`config.mk`:
```
export PLATFORM = sky130hd
export DESIGN_NAME = adc_input_channel_select
export DESIGN_NICKNAME = d
export VERILOG_FILES = /design/src/shared/adc_mux_pkg.sv /design/src/adc_input_channel_select.sv
export SDC_FILE = /design/constraint.sdc
export NUM_CORES = 1
export LEC_CHECK = 0
export ABC_AREA = 1
export ABC_CLOCK_PERIOD_IN_PS = 2300
export BUFFER_PORTS_ARGS = -buffer_cell sky130_fd_sc_hd__buf_4
export CORE_MARGIN = 8
export CORE_UTILIZATION = 52
export DETAILED_ROUTE_END_ITERATION = 10
export PLACE_DENSITY = 0.9
export SLEW_MARGIN = 20
export SYNTH_ARGS = -nofsm -noshare
export SYNTH_HDL_FRONTEND = slang
export SYNTH_SLANG_ARGS = --single-unit
export TNS_END_PERCENT = 1
```
`constraint.sdc`:
```
create_clock -name REF_CLK_I -period 2.3 [get_ports REF_CLK_I]
set_input_delay 0.46 -clock REF_CLK_I [delete_from_list [all_inputs] [get_ports REF_CLK_I]]
set_output_delay 0.46 -clock REF_CLK_I [all_outputs]
set_load 0.05 [all_outputs]
```
`src/shared/adc_mux_pkg.sv`:
```
package adc_mux_pkg;

    // Register map on the special-function bus
    localparam logic [7:0] NEG_SEL_ADDR = 8'hBA;
    localparam logic [7:0] POS_SEL_ADDR = 8'hBB;

    // Code field layout and reset value
    localparam int         CODE_W    = 5;
    localparam logic [4:0] SEL_RESET = 5'h1F;

    // Selection codes
    localparam logic [4:0] CODE_P1_LAST  = 5'h0F;
    localparam logic [4:0] CODE_TEMP     = 5'h10;
    localparam logic [4:0] CODE_SUPPLY   = 5'h11;
    localparam logic [4:0] CODE_VREF     = 5'h10;
    localparam logic [4:0] CODE_GROUND   = 5'h11;
    localparam logic [4:0] CODE_P2_FIRST = 5'h12;
    localparam logic [4:0] CODE_P2_LAST  = 5'h15;

    // Number of port pin select lines (P0, P1, P2[3:0])
    localparam int PIN_LINES = 20;

endpackage : adc_mux_pkg

```
`src/adc_input_channel_select.sv`:
```
`timescale 1ns/1ps

module adc_input_channel_select
    import adc_mux_pkg::*;
(
    // Clock and reset
    input  wire logic                 REF_CLK_I,
    input  wire logic                 NRST_I,
    // Special-function register bus
    input  wire logic [7:0]           SFR_ADDR_I,
    input  wire logic [7:0]           SFR_WDATA_I,
    input  wire logic                 SFR_WR_I,
    output logic      [7:0]           SFR_RDATA_O,
    // Sensor enable bit from the reference control register
    input  wire logic                 TEMP_SENSOR_ENABLE_I,
    // Positive multiplexer select lines
    output logic [PIN_LINES-1:0]      POS_PIN_SEL_O,
    output logic                      POS_TEMP_SEL_O,
    output logic                      POS_SUPPLY_SEL_O,
    // Negative multiplexer select lines
    output logic [PIN_LINES-1:0]      NEG_PIN_SEL_O,
    output logic                      NEG_VREF_SEL_O,
    output logic                      NEG_GROUND_SEL_O,
    // Converter mode and sensor control
    output logic                      SINGLE_ENDED_O,
    output logic                      TEMP_SENSOR_ON_O,
    output logic                      TEMP_READING_VALID_O
);

    logic [CODE_W-1:0] positive_input_select;
    logic [CODE_W-1:0] negative_input_select;

    // One-hot pin line for codes 0..15 and 18..21; none elsewhere
    function automatic logic [PIN_LINES-1:0] pin_decode(
        input logic [CODE_W-1:0] code
    );
        logic [PIN_LINES-1:0] hot;
        hot = '0;
        if (code <= CODE_P1_LAST)
            hot[code[3:0]] = 1'b1;
        else if (code >= CODE_P2_FIRST && code <= CODE_P2_LAST)
            hot[5'(code - 5'h02)] = 1'b1;
        return hot;
    endfunction : pin_decode

    // Register decode; page register is ignored, both sit on all pages
    wire pos_wr = SFR_WR_I && (SFR_ADDR_I == POS_SEL_ADDR);
    wire neg_wr = SFR_WR_I && (SFR_ADDR_I == NEG_SEL_ADDR);

    // Read data; upper bits zero and unmapped addresses read zero
    wire [7:0] next_rdata =
        (SFR_ADDR_I == POS_SEL_ADDR) ? {3'h0, positive_input_select} :
        (SFR_ADDR_I == NEG_SEL_ADDR) ? {3'h0, negative_input_select} :
        8'h00;

    // Select decodes; codes 10110-11111 drive no line at all
    wire [PIN_LINES-1:0] next_pos_pins = pin_decode(positive_input_select);
    wire [PIN_LINES-1:0] next_neg_pins = pin_decode(negative_input_select);
    wire next_pos_temp = positive_input_select == CODE_TEMP;
    wire next_pos_vdd  = positive_input_select == CODE_SUPPLY;
    wire next_neg_vref = negative_input_select == CODE_VREF;
    wire next_neg_gnd  = negative_input_select == CODE_GROUND;
    // Sensor reading valid only single-ended with sensor powered
    wire next_valid = next_pos_temp && next_neg_gnd
                      && TEMP_SENSOR_ENABLE_I;

    // Positive code register; bits 7:5 of the write data are dropped
    always_ff @(posedge REF_CLK_I or negedge NRST_I)
    begin
        if (!NRST_I)
        begin
            positive_input_select <= SEL_RESET;
        end
        else if (pos_wr)
        begin
            positive_input_select <= SFR_WDATA_I[4:0];
        end
    end

    // Negative code register; bits 7:5 of the write data are dropped
    always_ff @(posedge REF_CLK_I or negedge NRST_I)
    begin
        if (!NRST_I)
        begin
            negative_input_select <= SEL_RESET;
        end
        else if (neg_wr)
        begin
            negative_input_select <= SFR_WDATA_I[4:0];
        end
    end

    // Read data lags the address by one cycle
    // Registered so the bus never sees a decode glitch
    always_ff @(posedge REF_CLK_I or negedge NRST_I)
    begin
        if (!NRST_I)
        begin
            SFR_RDATA_O <= 8'h00;
        end
        else
        begin
            SFR_RDATA_O <= next_rdata;
        end
    end

    // Positive pin switches; one-hot so two pins never short together
    always_ff @(posedge REF_CLK_I or negedge NRST_I)
    begin
        if (!NRST_I)
        begin
            POS_PIN_SEL_O <= '0;
        end
        else
        begin
            POS_PIN_SEL_O <= next_pos_pins;
        end
    end

    // Sensor switch onto the positive input
    always_ff @(posedge REF_CLK_I or negedge NRST_I)
    begin
        if (!NRST_I)
        begin
            POS_TEMP_SEL_O <= 1'b0;
        end
        else
        begin
            POS_TEMP_SEL_O <= next_pos_temp;
        end
    end

    // Supply switch onto the positive input
    always_ff @(posedge REF_CLK_I or negedge NRST_I)
    begin
        if (!NRST_I)
        begin
            POS_SUPPLY_SEL_O <= 1'b0;
        end
        else
        begin
            POS_SUPPLY_SEL_O <= next_pos_vdd;
        end
    end

    // Negative pin switches; same one-hot layout as the positive side
    always_ff @(posedge REF_CLK_I or negedge NRST_I)
    begin
        if (!NRST_I)
        begin
            NEG_PIN_SEL_O <= '0;
        end
        else
        begin
            NEG_PIN_SEL_O <= next_neg_pins;
        end
    end

    // Reference switch onto the negative input
    always_ff @(posedge REF_CLK_I or negedge NRST_I)
    begin
        if (!NRST_I)
        begin
            NEG_VREF_SEL_O <= 1'b0;
        end
        else
        begin
            NEG_VREF_SEL_O <= next_neg_vref;
        end
    end

    // Ground switch onto the negative input
    always_ff @(posedge REF_CLK_I or negedge NRST_I)
    begin
        if (!NRST_I)
        begin
            NEG_GROUND_SEL_O <= 1'b0;
        end
        else
        begin
            NEG_GROUND_SEL_O <= next_neg_gnd;
        end
    end

    // Mode flag; unused codes report differential, as nothing is grounded
    always_ff @(posedge REF_CLK_I or negedge NRST_I)
    begin
        if (!NRST_I)
        begin
            SINGLE_ENDED_O <= 1'b0;
        end
        else
        begin
            SINGLE_ENDED_O <= next_neg_gnd;
        end
    end

    // Sensor power; its output floats while this is low
    always_ff @(posedge REF_CLK_I or negedge NRST_I)
    begin
        if (!NRST_I)
        begin
            TEMP_SENSOR_ON_O <= 1'b0;
        end
        else
        begin
            TEMP_SENSOR_ON_O <= TEMP_SENSOR_ENABLE_I;
        end
    end

    // Sensor reading usable only single-ended and powered
    // Lands on the same edge as the switches it depends on
    always_ff @(posedge REF_CLK_I or negedge NRST_I)
    begin
        if (!NRST_I)
        begin
            TEMP_READING_VALID_O <= 1'b0;
        end
        else
        begin
            TEMP_READING_VALID_O <= next_valid;
        end
    end

endmodule : adc_input_channel_select

```
==> qor.yml, run 1 <==
status: "finished, final reports clean"
coreArea_um2: 5070
post-cts-setup-buffers: 0
fin_crit_sh_pct: 81.4
p_switching_uw: 618
finClkSkew_ns: 0.00622
drc: 0
synth_top_family_by_area: "simple AND/OR/NAND/NOR gates"
ant_nets: 0
power_mw: 2.24
routabilityCongestion: 0.957
seqPwrFrac_pct: 51.1
rsz0062_at_grt: "no"
crit_arrival_ns: 2.13
drtIter0Drc: 165
slew_viol_final: 0
initial_core_util_pct: 53.3
final_area_um2: 3420
end_kind: "register"
cts_hold_buf: 0
via_per_inst: 4.98
ir_drop_mv: 0.303
setup_ws_ns: 0.427
final_cells: 433
combPwrFrac_pct: 12.0
layout_commonest_cell: "buf_4"
die_h_um: 88.1
internal_power_mw: 1.63
cts.clk_slew.worst_paths_ns: 0.06
fmax_ghz: 0.534
clockBufferDepth: 2
critical_path_required_ns: 2.55
cts_root_buf: "clkbuf_8"
grt_pass1_vias: 2179
cp_cell_sequence: "inv_1 > ha_1 > xor2_1 > nor2_1 > nand2_1 > nor3_2"
synth_xor_area_share_pct: 0.972
synth.avg_cell_area_um2: 9.42
synth_cell_types: 29
syn_area_um2: 2700
relSlewSlack_pct: 51.5
dpl_cell_area_um2: 3240
tritoncts: "built"
cts_resized: 0
wl_per_cell_um: 13.9
tightest_slew_ns: 0.727
postSynthRegisterBits: 61
cp_slowest_cell: "dfstp_2"
yosys.area_share.simple_pct: 24.1
setup_viol: 0
grtUsageTotal_pct: 16.7
cp_max_fo: 9
port_buffers: 68
final_net_count: 386
routed_wl_um: 6000
critical_path_class: "register to register"
synth_mux_area_share_pct: 0
antennaDiodeCount: 0
leakagePower_nw: 1.73
yosysWarnings: 0
overflow: 0
antenna_found_initial: 0
swShare_pct: 27.6
worstHoldPathType: "input pin to asynchronous set/reset pin"
regToRegSetupSlack_ns: 0.43
p_clk_share_pct: 36.9
cts_num_sinks: 61
hold_viol_final: 0
die_w_um: 88.1
place_inst: 417
drv_cap: 0
synth_compound_gate_area_share_pct: 7.31
critPathMaxStageDelay_ns: 0.63
fp-row-count: 26
fillers: 420
clock_latency_ns: 0.33
worst_hold_slack_ns: 0.179
period_minus_slack_ns: 1.87
syn_inst: 287
fin_util_pct: 67.4
dieArea_um2: 7760
drive_above_1_share_pct: 33.1
via_count: 2155
io_pins: 75
dp_hpwl_um: 4610
ff_latch_area_um2: 1540
cellPowerDensity_nw_per_um2: 657
h-tree-depth: 3
grt_pass1_wl_um: 10000
area_growth_pct: 26.4
cp-start-kind: "register"
setup_tns_ns: 0
cts_inserted_buffers: 9
grt_max_degree: 62
yosys.area_share.adder_pct: 3.70
dp_slack_ns: 0.464
yosysSeqAreaShare_pct: 56.9
drt-pass1-iter-count: 4
final_cell_mix: "buf_4 (68), dfrtp_1 (51), nand2_1 (42)"
multi_input_area_um2: 987
## final timing paths
path                       depth (start not counted)                                  from                          end
max                                                6  negative_input_select[1]$_DFFE_PN1P_  NEG_PIN_SEL_O[17]$_DFF_PN0_
min                                                1                                NRST_I     SFR_RDATA_O[1]$_DFF_PN0_
max reg2reg                                        6  negative_input_select[1]$_DFFE_PN1P_  NEG_PIN_SEL_O[17]$_DFF_PN0_
min reg2reg                                        2  positive_input_select[0]$_DFFE_PN1P_   POS_SUPPLY_SEL_O$_DFF_PN0_
max in group asynchronous                          1                                NRST_I     SFR_RDATA_O[3]$_DFF_PN0_
min in group REF_CLK_I                             1                  TEMP_SENSOR_ENABLE_I   TEMP_SENSOR_ON_O$_DFF_PN0_
## cell type report
type                            instances  area share [%]
Clock buffer                           12            4.54
Clock inverter                          4           0.659
Inverter                               31            3.40
Multi-Input combinational cell        187            28.9
Sequential cell                        61            45.0
Tap cell                               70            2.56
Timing Repair Buffer                   68            14.9
## power groups by stage
stage	registers [mW]	clock network (mW)	logic [mW]
after detailed placement	1.16	0	0.267
final	1.15	0.828	0.270
after global routing	1.15	0.891	0.302
after floorplan	1.16	0	0.185
after CTS	1.15	0.846	0.268
after global placement	1.16	0	0.261
## layer usage
layer | vias to the layer above | global-route usage [%] | part of all wire (%)
li1 | 1069 | - | -
met2 | 80 | 26.5 | 45
met4 | 0 | 8.29 | 1.7
met5 | - | 0 | 0
met1 | 996 | 20.8 | 45
met3 | 10 | 4.32 | 7.8
## cell usage after synthesis, drive strengths merged
cell type	n	share of area [%]
nand4	2	0.46
nor2	42	6.5
buf	9	2.4
dfrtp	51	47
ha	8	3.7
clkbuf	1	0.14
o21ai	23	4.7
and3	1	0.23
clkinv	1	0.14
o22ai	5	1.2
nand3	28	5.2
xor2	2	0.65
o211ai	1	0.28
nand2	50	7.7
dfstp	10	9.7
o21bai	3	0.83
nor3	16	4.1
inv	30	4.2
a21oi	2	0.37
conb	1	0.14
xnor2	1	0.32
## logic make-up after synthesis
logic type / Yosys count
DFF: 61
buffers and inverters: 41
adders and majority gates: 8
xor gates and xnor gates: 3
and+or+nand+nor: 139
AOI/OAI and AO/OA: 34
other: 1
## worst max-delay path, delay by kind of cell, from the launching register on
family,cells,cell delay (ns)
flops,1,0.63
xor+xnor,1,0.17
fa+ha+maj,1,0.29
buf+inv,1,0.18
simple gates,3,0.53
## registers in the layout (all words and copies together), names as in the netlist, 5 cells and up
| name | flops |
|---|---|
| POS_PIN_SEL_O | 20 |
| NEG_PIN_SEL_O | 20 |
| SFR_RDATA_O | 5 |
| negative_input_select | 5 |
| positive_input_select | 5 |
(Power assumes the default switching activity.)
==> run 2: changes to the inputs <==
- ABC_AREA: 1 -> 0
- ABC_CLOCK_PERIOD_IN_PS: 2300 -> 1700
- CORE_UTILIZATION: 52 -> 47
- PLACE_DENSITY: 0.9 -> 0.87
- clock period: 2.3 -> 1.7 ns (I/O delays scaled with it)
==> qor.yml, run 2 <==
status: "complete, but fails checks"
violations: "negative setup slack"
cellPowerDensity_nw_per_um2: 877
antenna_found_initial: 0
cts_root_buf: "clkbuf_8"
final_cell_mix: "buf_4 (94), dfrtp_1 (51), nor2_1 (31)"
dieArea_um2: 8350
ant_nets: 0
fin_crit_sh_pct: 102
yosys-top-cells-count: "dfrtp_1 (51), nor2_1 (31), nor3_1 (11), dfstp_2 (10), mux2_2 (10)"
yosysSeqAreaShare_pct: 57.6
cts_inserted_buffers: 9
final_net_count: 348
cp_cell_sequence: "inv_6 > ha_4 > nor2b_4 > a2111o_1 > nor4b_2"
setup_tns_ns: -0.122
grt_pass1_vias: 2195
h-tree-depth: 3
async_flop_share_pct: 100
synth-edff-count: 0
startpoint: "negative_input_select[1]$_DFFE_PN1P_"
drtIter0Drc: 216
layout_commonest_cell: "buf_4"
relSlewSlack_pct: 52.6
grt_max_degree: 62
routabilityCongestion: 0.928
leakagePower_nw: 1.76
end_kind: "register"
clock_latency_ns: 0.33
grtUsageTotal_pct: 16.3
drc: 0
crit_arrival_ns: 1.96
slew_viol_final: 0
initial_core_util_pct: 48.5
cp_slowest_cell: "dfstp_2"
tritoncts: "built"
routed_wl_um: 6540
antennaDiodeCount: 0
fillers: 383
cts.clk_slew.worst_paths_ns: 0.06
wl_per_cell_um: 16.5
area_growth_pct: 37.5
period_minus_slack_ns: 1.73
die_w_um: 91.4
worstHoldPathType: "input pin to asynchronous set/reset pin"
hold_viol_final: 0
syn_area_um2: 2670
ir_drop_mv: 0.653
synth.avg_cell_area_um2: 11.6
cp-start-kind: "register"
setup_viol: 5
cts_num_sinks: 61
finClkSkew_ns: 0.00765
drive_above_1_share_pct: 46.8
coreArea_um2: 5510
rsz0062_at_grt: "yes"
clockBufferDepth: 2
cp_max_fo: 6
critical_path_required_ns: 1.93
cts_hold_buf: 0
via_per_inst: 5.31
final_area_um2: 3670
yosysMostFrequentCell: "dfrtp_1"
r2r_start: "negative_input_select[1]$_DFFE_PN1P_"
io_pins: 75
dpl_cell_area_um2: 3420
critPathMaxStageDelay_ns: 0.59
dp_hpwl_um: 4740
tightest_slew_ns: 0.711
drt-pass1-iter-count: 4
largestRegisters: "NEG_PIN_SEL_O (20), POS_PIN_SEL_O (20)"
setup_ws_ns: -0.0343
syn_inst: 231
yosysWarnings: 0
via_count: 2107
postSynthRegisterBits: 61
fmax_ghz: 0.577
critical_path_class: "register to register"
yosys-top-cells-area: "dfrtp_1 (48%), dfstp_2 (9.8%), nor2_1 (4.4%)"
fp-row-count: 27
drv_cap: 0
die_h_um: 91.4
synth_top_area_share_pct: 47.8
port_buffers: 68
yosys.area.top_type: "dfrtp_1"
overflow: 0
synthFlopType: "dfrtp_1"
grt_pass1_wl_um: 10900
synth_cell_types: 47
==> run 2: cell count changes in the layout (fill, tap and decap cells not counted), moves of 11 or more <==
cell and delta:
nand2_1 -33, inv_1 -21, o21ai_0 -11, nand3_1 -26, buf_4 +26
==> run 2: area by class of cell <==
| class | instances | area (um2) | share of cell area, % |
|---|---|---|---|
| clock buffers | 12 | 145 | 3.95 |
| clock inverters | 4 | 47.5 | 1.29 |
| inverters | 7 | 33.8 | 0.920 |
| multi-input cells | 147 | 1110 | 30.3 |
| flip-flops and latches | 61 | 1540 | 41.9 |
| well taps | 72 | 90.1 | 2.45 |
| repair buffers | 94 | 706 | 19.2 |
==> run 2: layer usage <==
metal / GRT usage [%] / routed length [um] / part of all wire [%] / vias to the layer above
met5: 0 / 0 / 0 / -
met4: 7.09 / 100 / 1.5 / 0
met3: 5.93 / 533 / 8.1 / 9
met2: 26.4 / 3260 / 50 / 83
met1: 18.9 / 2650 / 41 / 1042
li1: - / - / - / 973
==> run 2: critical path, delay by kind of cell, from the launching register on <==
kind	cells	cell delay (ns)
flops	1	0.59
compound gates	1	0.46
simple gates	2	0.39
fa+ha+maj	1	0.14
buf+inv	1	0.04
==> run 2: logic make-up after synthesis <==
group           share of synthesized area (%)
simple gates                             21.6
flops                                    57.6
buf+inv                                  4.78
compound gates                           5.43
mux                                      6.09
fa+ha+maj                                3.75
xor+xnor                                0.656
other cells                             0.140
==> run 2: through the flow <==
| step | utilization, % | setup WS, ns | power (mW) | std cells | hold slack (ns) |
|---|---|---|---|---|---|
| 4_1_cts | 65.9 | -0.0442 | 3.23 | 397 | 0.0824 |
| 6_report | 66.7 | -0.0343 | 3.22 | 397 | 0.0503 |
| 3_3_place_gp | 62.1 | -0.0342 | 1.98 | 381 | 0.431 |
| 3_5_place_dp | 62.1 | -0.0685 | 1.99 | 381 | 0.441 |
| 5_1_grt | 66.7 | -0.117 | 3.35 | 397 | 0.107 |
| 2_1_floorplan | - | -0.168 | 1.84 | 233 | 0.0444 |
==> run 2: worst paths after layout <==
path / end / slack (ns) / cells past startpoint
worst min register to register: NEG_PIN_SEL_O[6]$_DFF_PN0_ / 0.61 / 1
worst max register to register: NEG_PIN_SEL_O[17]$_DFF_PN0_ / -0.03 / 5
worst max-delay path: NEG_PIN_SEL_O[17]$_DFF_PN0_ / -0.03 / 5
min in group REF_CLK_I: TEMP_SENSOR_ON_O$_DFF_PN0_ / 0.13 / 1
max in group asynchronous: POS_PIN_SEL_O[6]$_DFF_PN0_ / 1.17 / 1
worst min-delay path: NEG_PIN_SEL_O[6]$_DFF_PN0_ / 0.05 / 1
==> run 2: what timing repair did <==
item,CTS,global route
pin swaps,6,2
resized for setup,3,8
setup endpoints to repair,8,15
setup buffers,0,0
==> run 2: report_power, final <==
group          switching (mW)  internal [mW]
Clock                   0.521          0.712
Sequential             0.0290           1.50
Combinational           0.288          0.174
Total                   0.838           2.38
==> run 3: changes to the inputs <==
- CORE_ASPECT_RATIO: unset -> 0.6
==> qor.yml, run 3 (synthesis results as in run 2) <==
status: "complete, but fails checks"
violations: "negative setup slack"
area_growth_pct: 38.4
final_cells: 404
routed_wl_um: 6910
fmax_ghz: 0.559
critical_path_class: "register to register"
drtIter0Drc: 137
dp_hpwl_um: 4970
cp_slowest_cell: "dfstp_2"
period_minus_slack_ns: 1.79
fp-row-count: 21
cts_num_sinks: 61
h-tree-depth: 3
critPathMaxStageDelay_ns: 0.59
io_pins: 75
multi_input_area_um2: 1120
hold_viol_final: 0
cp-start-kind: "register"
grt_pass1_wl_um: 11000
drive_above_1_share_pct: 47.2
die_h_um: 74.4
ant_nets: 0
drv_cap: 0
swShare_pct: 27.1
reg2reg_to: "NEG_PIN_SEL_O[18]$_DFF_PN0_"
p_switching_uw: 902
grtUsageTotal_pct: 17.2
worstHoldPathType: "input pin to asynchronous set/reset pin"
tightest_slew_ns: 0.729
ff_latch_area_um2: 1540
place_inst: 388
wl_per_cell_um: 17.1
fin_crit_sh_pct: 105
internal_power_mw: 2.42
grt_pass1_vias: 2070
startpoint: "negative_input_select[2]$_DFFE_PN1P_"
leakagePower_nw: 1.77
power_mw: 3.33
combPwrFrac_pct: 13.9
antenna_found_initial: 0
seqPwrFrac_pct: 45.9
r2r_cells: 5
routabilityCongestion: 0.911
end_kind: "register"
clock_latency_ns: 0.34
drt-pass1-iter-count: 4
r2r_start: "negative_input_select[2]$_DFFE_PN1P_"
fillers: 404
slew_viol_final: 0
cts_inserted_buffers: 9
antennaDiodeCount: 0
relSlewSlack_pct: 51.4
setup_tns_ns: -0.346
dieArea_um2: 8430
layout_commonest_cell: "buf_4"
worst-path-buf-inv: 1
post-cts-setup-buffers: 0
drc: 0
cp_max_fo: 6
final_cell_mix: "buf_4 (93), dfrtp_1 (51), nor2_1 (30)"
via_count: 2096
setup_viol: 7
overflow: 0
cellPowerDensity_nw_per_um2: 899
setup_ws_ns: -0.0878
final_net_count: 347
cts_root_buf: "clkbuf_8"
tritoncts: "built"
regToRegSetupSlack_ns: -0.09
cts.clk_slew.worst_paths_ns: 0.07
p_clk_share_pct: 40.2
largestRegisters: "NEG_PIN_SEL_O (20), POS_PIN_SEL_O (20)"
grt_max_degree: 62
clockBufferDepth: 2
crit_arrival_ns: 2.03
coreArea_um2: 5540
crit_family: "flip-flops"
initial_core_util_pct: 48.2
rsz0062_at_grt: "yes"
ir_drop_mv: 0.464
critical_path_required_ns: 1.94
die_w_um: 113
via_per_inst: 5.19
port_buffers: 68
finClkSkew_ns: 0.00672
cp_cell_sequence: "inv_4 > ha_4 > nor2b_4 > a2111o_1 > nor4_2"
-- run 3: changes by cell type in the layout (fill, tap and decap cells not counted), sizes merged --
cell and delta:
buf -1, clkbuf -1, clkinvlp +1
-- run 3: cell type report --
class | count | area share (%)
Inverter | 7 | 0.913
Timing Repair Buffer | 93 | 18.9
Clock buffer | 11 | 4.09
Tap cell | 80 | 2.71
Clock inverter | 5 | 1.59
Multi-Input combinational cell | 147 | 30.2
Sequential cell | 61 | 41.6
-- run 3: worst max path at each step --
| stage | to | cells past startpoint | slack, ns |
|---|---|---|---|
| 2_1_floorplan | NEG_PIN_SEL_O[19]$_DFF_PN0_ | 7 | -0.17 |
| 3_3_place_gp | NEG_PIN_SEL_O[19]$_DFF_PN0_ | 5 | -0.07 |
| 3_5_place_dp | NEG_PIN_SEL_O[19]$_DFF_PN0_ | 5 | -0.11 |
| 4_1_cts | NEG_PIN_SEL_O[19]$_DFF_PN0_ | 5 | -0.09 |
| 5_1_grt | NEG_PIN_SEL_O[18]$_DFF_PN0_ | 5 | -0.15 |
| 6_report | NEG_PIN_SEL_O[18]$_DFF_PN0_ | 5 | -0.09 |
-- run 3: layer usage --
layer / part of all wire, % / global-route usage, %
met5: 0 / 0
met4: 0.91 / 6.60
met3: 10 / 7.78
met2: 42 / 24.0
met1: 46 / 22.9
-- run 3: stage by stage --
stage	area, um2	utilization [%]	hold WS (ns)	setup WS (ns)
after floorplan	2770	-	0.0444	-0.168
after global placement	3420	61.7	0.439	-0.0687
after detailed placement	3420	61.7	0.457	-0.109
after CTS	3660	66.1	0.0784	-0.0863
after global routing	3700	66.7	0.0868	-0.146
final	3700	66.7	0.0628	-0.0878
-- run 3: worst register-to-register path: cells and delay by family (launching register included) --
family                   cells  cell delay [ns]
AO/OA/AOI/OAI                1             0.49
adder cells (fa/ha/maj)      1             0.15
flip-flops                   1             0.59
buffers and inverters        1             0.05
AND/OR/NAND/NOR              2             0.41
-- run 3: repair_timing --
action | 4_1_cts | 5_1_grt
pin swaps | 4 | 4
setup endpoints to repair | 8 | 16
hold buffers | 0 | 0
resized for setup | 6 | 5
endpoints found under the hold margin | 0 | 0
-- run 3: power by group through the flow --
stage	Clock (mW)	Combinational [mW]	Sequential (mW)
after CTS	1.36	0.453	1.53
final	1.34	0.462	1.53
after detailed placement	0	0.445	1.55
after floorplan	0	0.212	1.62
after global placement	0	0.432	1.55
after global routing	1.43	0.496	1.53
